===== src/verilog/spp_consts.svh =====
// Offsets, pin layout, sharing masks and reset values of the parallel port
`ifndef SPP_CONSTS_SVH
`define SPP_CONSTS_SVH

// Pin and port counts
`define SPP_NPINS 54
`define SPP_NPORTS 7

// First pin index of each port in the flat pin vectors
`define SPP_BASE_A 0
`define SPP_BASE_B 8
`define SPP_BASE_C 16
`define SPP_BASE_D 23
`define SPP_BASE_E 31
`define SPP_BASE_F 39
`define SPP_BASE_G 47

// Pins per port
`define SPP_WIDE_PORT 8
`define SPP_NARROW_PORT 7

// Page-zero layout: value and direction, two offsets per port
`define SPP_PZ_STRIDE 2
`define SPP_PZ_VALUE 0
`define SPP_PZ_DIR 1

// High-page layout: pull-up, slew and drive, four offsets per port
`define SPP_HP_STRIDE 4
`define SPP_HP_PULL 0
`define SPP_HP_SLEW 1
`define SPP_HP_DRIVE 2

// Pins that digital peripherals may claim: ports C, D, E, F, G
`define SPP_DIG_MASK 54'h3f_ffff_ffff_0000
// Pins that the analog converter may claim: ports B and D
`define SPP_ADC_MASK 54'h00_0000_7f80_ff00

// Reset values of the per-pin controls
`define SPP_RST_VALUE 54'h00_0000_0000_0000
`define SPP_RST_DIR 54'h00_0000_0000_0000
`define SPP_RST_PULL 54'h00_0000_0000_0000
`define SPP_RST_SLEW 54'h3f_ffff_ffff_ffff
`define SPP_RST_DRIVE 54'h00_0000_0000_0000

`endif


===== src/verilog/spp_pkg.sv =====
// Types shared by the parallel port design files
package spp_pkg;

  // Register kind selected by a page and offset
  typedef enum logic [2:0] {
    SPP_KIND_NONE,
    SPP_KIND_VALUE,
    SPP_KIND_DIR,
    SPP_KIND_PULL,
    SPP_KIND_SLEW,
    SPP_KIND_DRIVE
  } spp_kind_t;

  // Whole state of the port block
  typedef struct packed {
    logic [53:0] val;   // Port value register bits
    logic [53:0] dir;   // Pin direction bits
    logic [53:0] pe;    // Pull-up enable bits
    logic [53:0] se;    // Slew limit bits
    logic [53:0] ds;    // High drive bits
    logic [53:0] pout;  // Pin output level
    logic [53:0] poe;   // Pin output enable
    logic [53:0] pull;  // Effective pull-up
    logic [7:0] rdat;   // Read data
  } spp_state_t;

endpackage


===== src/verilog/spp_port_top.sv =====
// Seven shared-pin parallel ports with pin ownership and pin controls
`timescale 1ns/1ns
`include "spp_consts.svh"

// Overview of operation
// [RULE1] 54 pins, seven ports, free pins plain I/O
// [RULE2] Reset leaves every pin under port control
// [RULE3] Reset clears all direction bits to input
// [RULE4] Reset: slew on, low drive, pull-up off
// [RULE5] Analog input disables the pin's digital function
// [RULE6] Enabled peripheral overrides the direction bit
// [RULE7] Peripheral output data replaces port value
// [RULE8] Analog converter wins over digital peripherals
// [RULE9] Value/direction page zero, pin controls high page
// [RULE10] Port C: serial two, two-wire, clock out
// [RULE11] Port D: analog, keypad, timer clock inputs
// [RULE12] Port E serial/SPI/timer, port F timers
// [RULE13] Read gives pin if input, latch if output
// [RULE14] Read gives zero on analog-claimed bits
// [RULE15] Pull-up off for outputs and analog pins
// [RULE16] Fixed priority mux: analog, peripheral, port
module spp_port_top (
  // Clock and reset
  input wire logic clk_i,
  input wire logic arst_n_i,
  // Pin levels from the pads
  input wire logic [53:0] pin_in_i,
  // Register write port
  input wire logic wr_en_i,
  input wire logic wr_high_page_i,
  input wire logic [4:0] wr_addr_i,
  input wire logic [7:0] wr_data_i,
  // Register read port
  input wire logic rd_high_page_i,
  input wire logic [4:0] rd_addr_i,
  output logic [7:0] rd_data_o,
  // Peripheral claims, one bit per pin
  input wire logic [53:0] adc_en_i,
  input wire logic [53:0] per_en_i,
  input wire logic [53:0] per_oe_i,
  input wire logic [53:0] per_out_i,
  // Pad controls
  output logic [53:0] pin_out_o,
  output logic [53:0] pin_oe_o,
  output logic [53:0] pull_en_o,
  output logic [53:0] slew_lim_o,
  output logic [53:0] high_drive_o
);

  spp_pkg::spp_state_t q; // Registered state
  spp_pkg::spp_state_t d; // Next state
  logic rst_n; // Reset with synchronous release
  logic [53:0] lvl; // Synchronised pin levels
  logic [53:0] adc_claim; // Analog claims on capable pins
  logic [53:0] dig_claim; // Digital claims on capable pins
  logic [53:0] own_oe; // Chosen output enable
  logic [53:0] own_out; // Chosen output level
  logic [53:0] own_pull; // Effective pull-up
  logic [53:0] own_rd; // Read value per pin

  // First pin of a port
  function automatic int port_base(input int p);
    case (p)
      0: port_base = `SPP_BASE_A;
      1: port_base = `SPP_BASE_B;
      2: port_base = `SPP_BASE_C;
      3: port_base = `SPP_BASE_D;
      4: port_base = `SPP_BASE_E;
      5: port_base = `SPP_BASE_F;
      default: port_base = `SPP_BASE_G;
    endcase
  endfunction

  // Pin count of a port: C and G are narrow
  function automatic int port_width(input int p);
    if (p == 2 || p == 6)
      port_width = `SPP_NARROW_PORT;
    else
      port_width = `SPP_WIDE_PORT;
  endfunction

  // Register kind at a page and offset for one port
  function automatic spp_pkg::spp_kind_t decode(input logic hp,
    input logic [4:0] a, input int p);
    decode = spp_pkg::SPP_KIND_NONE;
    if (!hp)
    begin
      // Page zero holds value and direction
      if (a == 5'(p * `SPP_PZ_STRIDE + `SPP_PZ_VALUE))  // RULE9
        decode = spp_pkg::SPP_KIND_VALUE;
      else if (a == 5'(p * `SPP_PZ_STRIDE + `SPP_PZ_DIR))
        decode = spp_pkg::SPP_KIND_DIR;
    end
    else
    begin
      // High page holds the pin controls
      if (a == 5'(p * `SPP_HP_STRIDE + `SPP_HP_PULL))  // RULE9
        decode = spp_pkg::SPP_KIND_PULL;
      else if (a == 5'(p * `SPP_HP_STRIDE + `SPP_HP_SLEW))
        decode = spp_pkg::SPP_KIND_SLEW;
      else if (a == 5'(p * `SPP_HP_STRIDE + `SPP_HP_DRIVE))
        decode = spp_pkg::SPP_KIND_DRIVE;
    end
  endfunction

  // Reset release through two flops
  spp_sync2 #(
    .WIDTH(1),
    .RST_VAL(1'b0)
  ) u_rst_sync (
    .clk_i(clk_i),
    .arst_n_i(arst_n_i),
    .d_i(1'b1),
    .q_o(rst_n)
  );

  // Pad levels through two flops
  spp_sync2 #(
    .WIDTH(54),
    .RST_VAL(54'h00_0000_0000_0000)
  ) u_pin_sync (
    .clk_i(clk_i),
    .arst_n_i(rst_n),
    .d_i(pin_in_i),
    .q_o(lvl)
  );

  // Claims only count on pins wired to that peripheral
  assign adc_claim = adc_en_i & `SPP_ADC_MASK;  // RULE11
  assign dig_claim = per_en_i & `SPP_DIG_MASK;  // RULE10 RULE11 RULE12

  // One ownership mux per pin
  for (genvar i = 0; i < `SPP_NPINS; i++)
  begin : g_pin
    spp_pin_own u_own (
      .val_i(q.val[i]),
      .dir_i(q.dir[i]),
      .pe_i(q.pe[i]),
      .adc_i(adc_claim[i]),
      .per_en_i(dig_claim[i]),
      .per_oe_i(per_oe_i[i]),
      .per_out_i(per_out_i[i]),
      .lvl_i(lvl[i]),
      .oe_o(own_oe[i]),
      .out_o(own_out[i]),
      .pull_o(own_pull[i]),
      .rd_o(own_rd[i])
    );
  end

  // Next state: register writes, reads and pad controls
  always_comb
  begin
    int base;
    int w;
    spp_pkg::spp_kind_t wk;
    spp_pkg::spp_kind_t rk;
    base = 0;
    w = 0;
    wk = spp_pkg::SPP_KIND_NONE;
    rk = spp_pkg::SPP_KIND_NONE;
    d = q;
    d.rdat = 8'h00;
    for (int p = 0; p < `SPP_NPORTS; p++)
    begin
      base = port_base(p);
      w = port_width(p);
      wk = wr_en_i ? decode(wr_high_page_i, wr_addr_i, p)
                   : spp_pkg::SPP_KIND_NONE;
      rk = decode(rd_high_page_i, rd_addr_i, p);
      for (int b = 0; b < 8; b++)
      begin
        // Narrow ports have no pin behind bit 7
        if (b < w)
        begin
          // Write the addressed register bit
          case (wk)
            spp_pkg::SPP_KIND_VALUE: d.val[base + b] = wr_data_i[b];
            spp_pkg::SPP_KIND_DIR: d.dir[base + b] = wr_data_i[b];
            spp_pkg::SPP_KIND_PULL: d.pe[base + b] = wr_data_i[b];
            spp_pkg::SPP_KIND_SLEW: d.se[base + b] = wr_data_i[b];
            spp_pkg::SPP_KIND_DRIVE: d.ds[base + b] = wr_data_i[b];
            default: ;
          endcase
          // Read the addressed register bit
          case (rk)
            spp_pkg::SPP_KIND_VALUE: d.rdat[b] = own_rd[base + b];  // RULE13
            spp_pkg::SPP_KIND_DIR: d.rdat[b] = q.dir[base + b];
            spp_pkg::SPP_KIND_PULL: d.rdat[b] = q.pe[base + b];
            spp_pkg::SPP_KIND_SLEW: d.rdat[b] = q.se[base + b];
            spp_pkg::SPP_KIND_DRIVE: d.rdat[b] = q.ds[base + b];
            default: ;
          endcase
        end
      end
    end
    // Pad controls follow the ownership mux
    d.pout = own_out;  // RULE7
    d.poe = own_oe;  // RULE6
    d.pull = own_pull;  // RULE15
  end

  // State register; reset puts every pin under port control
  always_ff @(posedge clk_i or negedge rst_n)
  begin
    if (!rst_n)
    begin
      q.val <= `SPP_RST_VALUE;
      q.dir <= `SPP_RST_DIR;  // RULE3
      q.pe <= `SPP_RST_PULL;  // RULE4
      q.se <= `SPP_RST_SLEW;  // RULE4
      q.ds <= `SPP_RST_DRIVE;  // RULE4
      q.pout <= 54'h00_0000_0000_0000;  // RULE2
      q.poe <= 54'h00_0000_0000_0000;  // RULE2
      q.pull <= 54'h00_0000_0000_0000;
      q.rdat <= 8'h00;
    end
    else
    begin
      q <= d;
    end
  end

  // Outputs straight from the state flops
  assign rd_data_o = q.rdat;
  assign pin_out_o = q.pout;
  assign pin_oe_o = q.poe;
  assign pull_en_o = q.pull;
  assign slew_lim_o = q.se;
  assign high_drive_o = q.ds;
endmodule


===== src/verilog/spp_sync2.sv =====
// Two-stage synchroniser with a constant reset value
`timescale 1ns/1ns
module spp_sync2 #(
  parameter int WIDTH = 1,
  parameter logic [WIDTH-1:0] RST_VAL = '0
) (
  // Clock and reset
  input wire logic clk_i,
  input wire logic arst_n_i,
  // Data
  input wire logic [WIDTH-1:0] d_i,
  output logic [WIDTH-1:0] q_o
);

  logic [WIDTH-1:0] meta_q; // First stage, read only by second

  // Two flops in series
  always_ff @(posedge clk_i or negedge arst_n_i)
  begin
    if (!arst_n_i)
    begin
      meta_q <= RST_VAL;
      q_o <= RST_VAL;
    end
    else
    begin
      meta_q <= d_i;
      q_o <= meta_q;
    end
  end

endmodule


===== src/verilog/spp_pin_own.sv =====
// Per-pin ownership mux: analog, then peripheral, then port
`timescale 1ns/1ns
module spp_pin_own (
  // Port side controls
  input wire logic val_i,
  input wire logic dir_i,
  input wire logic pe_i,
  // Claims from peripherals
  input wire logic adc_i,
  input wire logic per_en_i,
  input wire logic per_oe_i,
  input wire logic per_out_i,
  // Synchronised pin level
  input wire logic lvl_i,
  // Results
  output logic oe_o,
  output logic out_o,
  output logic pull_o,
  output logic rd_o
);

  // Fixed priority choice of pin owner
  always_comb
  begin
    if (adc_i)
    begin
      // Analog owns the pin: digital off
      oe_o = 1'b0;  // RULE5 RULE8 RULE16
      out_o = 1'b0;
    end
    else if (per_en_i)
    begin
      // Peripheral sets direction and data
      oe_o = per_oe_i;  // RULE6 RULE16
      out_o = per_out_i;  // RULE7
    end
    else
    begin
      // Plain port control
      oe_o = dir_i;  // RULE1 RULE16
      out_o = val_i;
    end
    // Pull-up only on a non-analog input
    pull_o = pe_i & ~oe_o & ~adc_i;  // RULE15
    // Read: zero on analog, else latch or pin
    if (adc_i)
      rd_o = 1'b0;  // RULE14
    else if (dir_i)
      rd_o = val_i;  // RULE13
    else
      rd_o = lvl_i;  // RULE13
  end

endmodule


===== config.mk =====
export PLATFORM = sky130hd
export DESIGN_NAME = spp_port_top
export DESIGN_NICKNAME = d
export VERILOG_FILES = /design/src/verilog/spp_pkg.sv /design/src/verilog/spp_port_top.sv /design/src/verilog/spp_sync2.sv /design/src/verilog/spp_pin_own.sv
export VERILOG_INCLUDE_DIRS = /design/src /design/src/verilog
export SDC_FILE = /design/constraint.sdc
export NUM_CORES = 1
export LEC_CHECK = 0
export BUFFER_PORTS_ARGS = -buffer_cell sky130_fd_sc_hd__clkbuf_2
export CORE_AREA = 4 4 222 224
export DETAILED_ROUTE_END_ITERATION = 16
export DIE_AREA = 0 0 226 228
export PLACE_DENSITY = 0.72
export SYNTH_ARGS = -nofsm -noshare
export SYNTH_HDL_FRONTEND = slang
export SYNTH_SLANG_ARGS = --single-unit

===== constraint.sdc =====
create_clock -name clk_i -period 20.5 [get_ports clk_i]
set_clock_uncertainty 0.1 [all_clocks]
set_input_delay 3.075 -clock clk_i [delete_from_list [all_inputs] [get_ports clk_i]]
set_output_delay 3.075 -clock clk_i [all_outputs]
set_load 0.01 [all_outputs]

---- Word level (Yosys, flattened, before mapping) ----
Index checks and enable logic that the tools add are counted.
cells by class
  bitwise logic cells ..................... 140
  multipliers ............................. 0
  shift-type cells ........................ 0
  divide/modulo/power cells ............... 0
  order comparisons ....................... 0
  equal/unequal tests ..................... 116
  add/subtract/negate cells ............... 0
  reductions and logical operators ........ 2
  muxes and demuxes ....................... 593
operators by type and width
  operator          count
  $mux 54           5
  $pmux 1 s5        54
  $mux 53           5
  $mux 52           5
  $mux 51           5
  $mux 50           5
  $mux 3            82
  $mux 49           5
  $mux 48           5
  $mux 47           5
  $mux 46           5
  $mux 45           5
  $mux 44           5
  $mux 43           5
  $mux 42           5
  $mux 41           5
  $mux 40           5
  $mux 39           5
  $mux 38           5
  $mux 37           5
  $mux 1            183
  $mux 36           5
  $mux 35           5
  $mux 34           5
  42 further kinds  427
word-level totals
  register bits ........................... 550
  memory bits (read-only) ................. 0
  output and inout port bits .............. 278
  logic and storage cells ................. 864
  latch bits .............................. 0
  memory bits (writable) .................. 0
  input port bits ......................... 293
  memories kept ........................... 0

---- Logic depth before layout (Yosys ltp) ----
  depth in word-level cells ............... 61
  depth in mapped cells ................... 10

---- Modules after synthesis ----
From an unflattened synthesis, not the netlist that was laid out.
unflattened totals
  cell total of the unflattened synthesis .. 1,950
  area total of the unflattened synthesis .. 24,796.3 um2
modules (own cells, without submodules)
  module                   sequential area each (um2)  cells an instance  area an instance (um2)  instances
  spp_port_top             11,078.1                    1,462              19,341.0                1
  spp_pin_own              0.0                         7                  50.0                    54
  spp_sync2 at u_pin_sync  2,702.6                     108                2,702.6                 1
  spp_sync2 at u_rst_sync  50.0                        2                  50.0                    1

---- Worst setup path after synthesis ----
OpenSTA, ideal clock, no wires.
  path type ............................... input port to flip-flop
  from .................................... input port wr_addr_i[0]
  to ...................................... register q[325] (netlist bit)
  stages on the path ...................... 7
  slack ................................... 15,641 ps
  library setup time ...................... 125 ps
  path buffers ............................ 1
  data arrival time ....................... 4,634 ps
  cells stage by stage .................... buf_2 -> nand2b_1 -> nor3b_1 -> a31oi_1 -> or3_1 -> nor2_2 -> mux2_2
on the way
  word-level cells in the longest chain between the ends .. 14
ends and longest elaborated chain
  item             RTL line             text
  start, declared  spp_port_top.sv:31   input wire logic [4:0] wr_addr_i,
  $eq 5x5->1       spp_port_top.sv:101  else if (a == 5'(p * `SPP_HP_STRIDE + `SPP_HP_DRIVE))
  $mux 3           spp_port_top.sv:101
  $mux 3           spp_port_top.sv:99   else if (a == 5'(p * `SPP_HP_STRIDE + `SPP_HP_SLEW))
  $mux 3           spp_port_top.sv:97   if (a == 5'(p * `SPP_HP_STRIDE + `SPP_HP_PULL))
  $mux 3 (*)       spp_port_top.sv:86   if (!hp)
  $mux 3 (*)       spp_port_top.sv:168  wk = wr_en_i ? decode(wr_high_page_i, wr_addr_i, p)
  $eq 3x2->1 (*)   spp_port_top.sv:177  case (wk)
  $mux 48 (*)      spp_port_top.sv:177
  $mux 49 (*)      spp_port_top.sv:177
  $mux 50 (*)      spp_port_top.sv:177
  $mux 51 (*)      spp_port_top.sv:177
  $mux 52 (*)      spp_port_top.sv:177
  $mux 53 (*)      spp_port_top.sv:177
  $mux 54 (*)      spp_port_top.sv:177
  end, declared    spp_port_top.sv:50   spp_pkg::spp_state_t q;
Mark *: on every way between the ends. The rest lies on a longest branch, timed or not.

==> results.ini <==
[hold_path]
hold_end=u_pin_sync.q_o[47]
worst_hold_path_type=register to register
min_delay_path_depth=0
hold_path.startpoint=u_pin_sync.meta_q[47]

[critical_path]
max_stage_delay_ns=1.04
path_max_fanout=32
ff2ff_path_depth=3
worstSetupStartpointType=primary input
r2r_slack_ns=16.49
worst-endpoint-required_ns=20.86
worstPathArrival_ns=6.12
r2r_start=u_rst_sync.q_o
path_class=primary input to register
crit_slowest_cell=sky130_fd_sc_hd__nor3_1
reg2reg_to=q[409]
cp_cell_sequence=clkbuf_2, a21boi_1, mux2i_1, nor3_1, a41oi_1, o21ai_0, a21oi_1
worstSetupEndpointType=register

[logic_synthesis]
synth.net_count=1910
synth_top_cells_by_area=sky130_fd_sc_hd__dfrtp_1 56%, sky130_fd_sc_hd__mux2_2 17%, sky130_fd_sc_hd__dfstp_2 6.4%, sky130_fd_sc_hd__mux2i_1 1.7%, sky130_fd_sc_hd__nor2_1 1.7%
synth_warnings=0
seq_area_frac_synth=0.626
number_of_distinct_library_cell_variants_in_the_gate_level_netlist_after_synthesis=83
avgSynthCellArea_um2=13.7
top_cell_type_s_share_of_synthesized_area=0.562
synthesis.instances=1617
synth_top_area_cell=sky130_fd_sc_hd__dfrtp_1
async_reset_ff_frac=1.00
synthesis.area_um2=22100
synthFlopType=sky130_fd_sc_hd__dfrtp_1
synth.cells.most_frequent=496 x sky130_fd_sc_hd__dfrtp_1, 331 x sky130_fd_sc_hd__mux2_2, 101 x sky130_fd_sc_hd__nor2_1
synth_most_common_cell=sky130_fd_sc_hd__dfrtp_1
ys_ff_latch=550
synth_enable_flop_cells=0

[cts]
cts_root_buf=sky130_fd_sc_hd__clkbuf_16
post_cts.resized_instances=0
cts.hold.buffers_added=0
cts.clk_slew.worst_paths_ns=0.06
clock_latency_ns=0.60
post_cts.repair.setup_buffers=0
cts.sinks=550
clock_path_buffers=3
cts_tree=built
cts_inserted_buffers=55
clock_tree.htree_level_count=2

[die]
start_util=0.466
io-pin-count=571
floorplan.die_area_um2=51500
row_count=80
chipWidth_um=226
die_y_um=228
core_region_area_um2=47300

[drt]
route.detailed.drc=0
routed_length_per_instance_um=26.0
num_vias=15800
residual_antenna_violating_net_count_after_detailed_routing=0
wl_um=72000
route.detailed.vias_per_inst=5.69
drt-initial-drc-count=1339
drt_pass1_iterations=7

[layout]
drive_gt1_frac=0.475
syn_to_final_growth_pct=22.3
multi_input_area_um2=7740
design_area_um2=27000
n_fill_cell=3832
nets=2401
area.sequential_um2=13800

[pwr]
power-per-cell-area_nw_per_um2=100
irDropWorstVdd_v=0.0000757
p_leak_nw=13.0
final_total_power_mw=2.70

[sta]
timing.max_slew.rel_slack=0.0842
finalCriticalPeriod_ns=5.76
rsz0062_at_grt=false
setup_viol=0
final_critical_path_setup_slack_ns=14.74
min_period_over_period=0.281
finalSetupTns_ns=0
tightest_slew_ns=1.36
hold_violations=0
final_max_slew_viol_count=0
fmax_mhz=174

[global_routing]
gr-usage-all-layers=0.274
global_route.overflow_total=0
first_pass_grt_wire_length_um=105000
first_global_vias=16400
grt_max_degree=86
antenna_found_initial=6

[placed_design]
gpl.final_weighted_congestion=0.874
detailedPlace.worstSlack_ns=14.17
dpl_cell_area_um2=25100
port-buffer-count=484
dpl.hpwl_um=52600

[status]
status=finished clean

[job]
cap_violations=0

[final cells by class]
class	count	share of cell area
flip-flops and latches	550	0.512
multi-input cells	948	0.287
repair buffers	504	0.0953
clock buffers	87	0.0632
well taps	615	0.0285
clock inverters	13	0.00681
inverters	49	0.00681
diodes	2	0.000185
[layout by cell type, fill, tap and decap left out, types with 14 or more instances in the layout]
| cell | count |
|---|---|
| sky130_fd_sc_hd__a21oi_1 | 37 |
| sky130_fd_sc_hd__a222oi_1 | 14 |
| sky130_fd_sc_hd__a22oi_1 | 18 |
| sky130_fd_sc_hd__a32oi_1 | 19 |
| sky130_fd_sc_hd__and3_1 | 23 |
| sky130_fd_sc_hd__buf_4 | 20 |
| sky130_fd_sc_hd__clkbuf_16 | 55 |
| sky130_fd_sc_hd__clkbuf_2 | 484 |
| sky130_fd_sc_hd__clkbuf_8 | 21 |
| sky130_fd_sc_hd__dfrtp_1 | 495 |
| sky130_fd_sc_hd__dfstp_2 | 54 |
| sky130_fd_sc_hd__inv_1 | 48 |
| sky130_fd_sc_hd__mux2_2 | 331 |
| sky130_fd_sc_hd__mux2i_1 | 38 |
| sky130_fd_sc_hd__nand2_1 | 46 |
| sky130_fd_sc_hd__nand3_1 | 25 |
| sky130_fd_sc_hd__nand3b_1 | 17 |
| sky130_fd_sc_hd__nand4_1 | 14 |
| sky130_fd_sc_hd__nor2_1 | 101 |
| sky130_fd_sc_hd__nor2b_1 | 29 |
| sky130_fd_sc_hd__o21ai_0 | 54 |
[per-stage QoR]
stage,hold WS [ns],util,instances
after floorplan,0.231,-,1617
after global placement,0.233,0.530,2666
after detailed placement,0.235,0.530,2666
after CTS,0.247,0.570,2766
after global routing,0.253,0.570,2766
final,0.246,0.570,2768
[flip-flops by register name, summed over array words and instances (netlist names)]
register           count
q                    162
high_drive_o          54
pin_oe_o              54
pin_out_o             54
pull_en_o             54
slew_lim_o            54
u_pin_sync.meta_q     54
u_pin_sync.q_o        54
rd_data_o              8
u_rst_sync.meta_q      1
u_rst_sync.q_o         1
[worst max-delay path: cells and delay by family]
kind / cells / cell delay, ns
buffers and inverters: 1 / 0.41
AND/OR/NAND/NOR: 1 / 1.04
AO/OA/AOI/OAI: 4 / 1.44
multiplexers: 1 / 0.12
[per-layer routing]
layer | part of all wire | global-route usage | wire length [um]
met1 | 0.40 | 0.359 | 29100
met2 | 0.48 | 0.448 | 34700
met3 | 0.074 | 0.0624 | 5320
met4 | 0.039 | 0.103 | 2780
met5 | 0.00029 | 0 | 21
[power breakdown]
| part | switching, mW | total (mW) | internal, mW |
|---|---|---|---|
| Clock | 0.421 | 1.04 | 0.619 |
| Sequential | 0.0890 | 1.31 | 1.22 |
| Combinational | 0.191 | 0.349 | 0.157 |
[kinds of logic after synthesis]
family	share of synthesized area
flip-flops	0.626
multiplexers	0.186
AND/OR/NAND/NOR	0.0932
AO/OA/AOI/OAI	0.0701
buffers and inverters	0.0237
XOR/XNOR	0.000397
other	0.000170
[how the worst max path moves through the flow]
stage,startpoint,end,slack (ns),depth (start not counted)
floorplan,u_rst_sync.q_o,high_drive_o[0],4.03,0
global placement,rd_addr_i[1],rd_data_o[0],14.08,8
detailed placement,rd_addr_i[1],rd_data_o[0],14.17,7
CTS,rd_addr_i[1],rd_data_o[0],14.83,8
global route,rd_addr_i[1],rd_data_o[0],14.61,8
finish,rd_addr_i[1],rd_data_o[7],14.74,7
No activity file was read; power rests on OpenSTA's default activity.
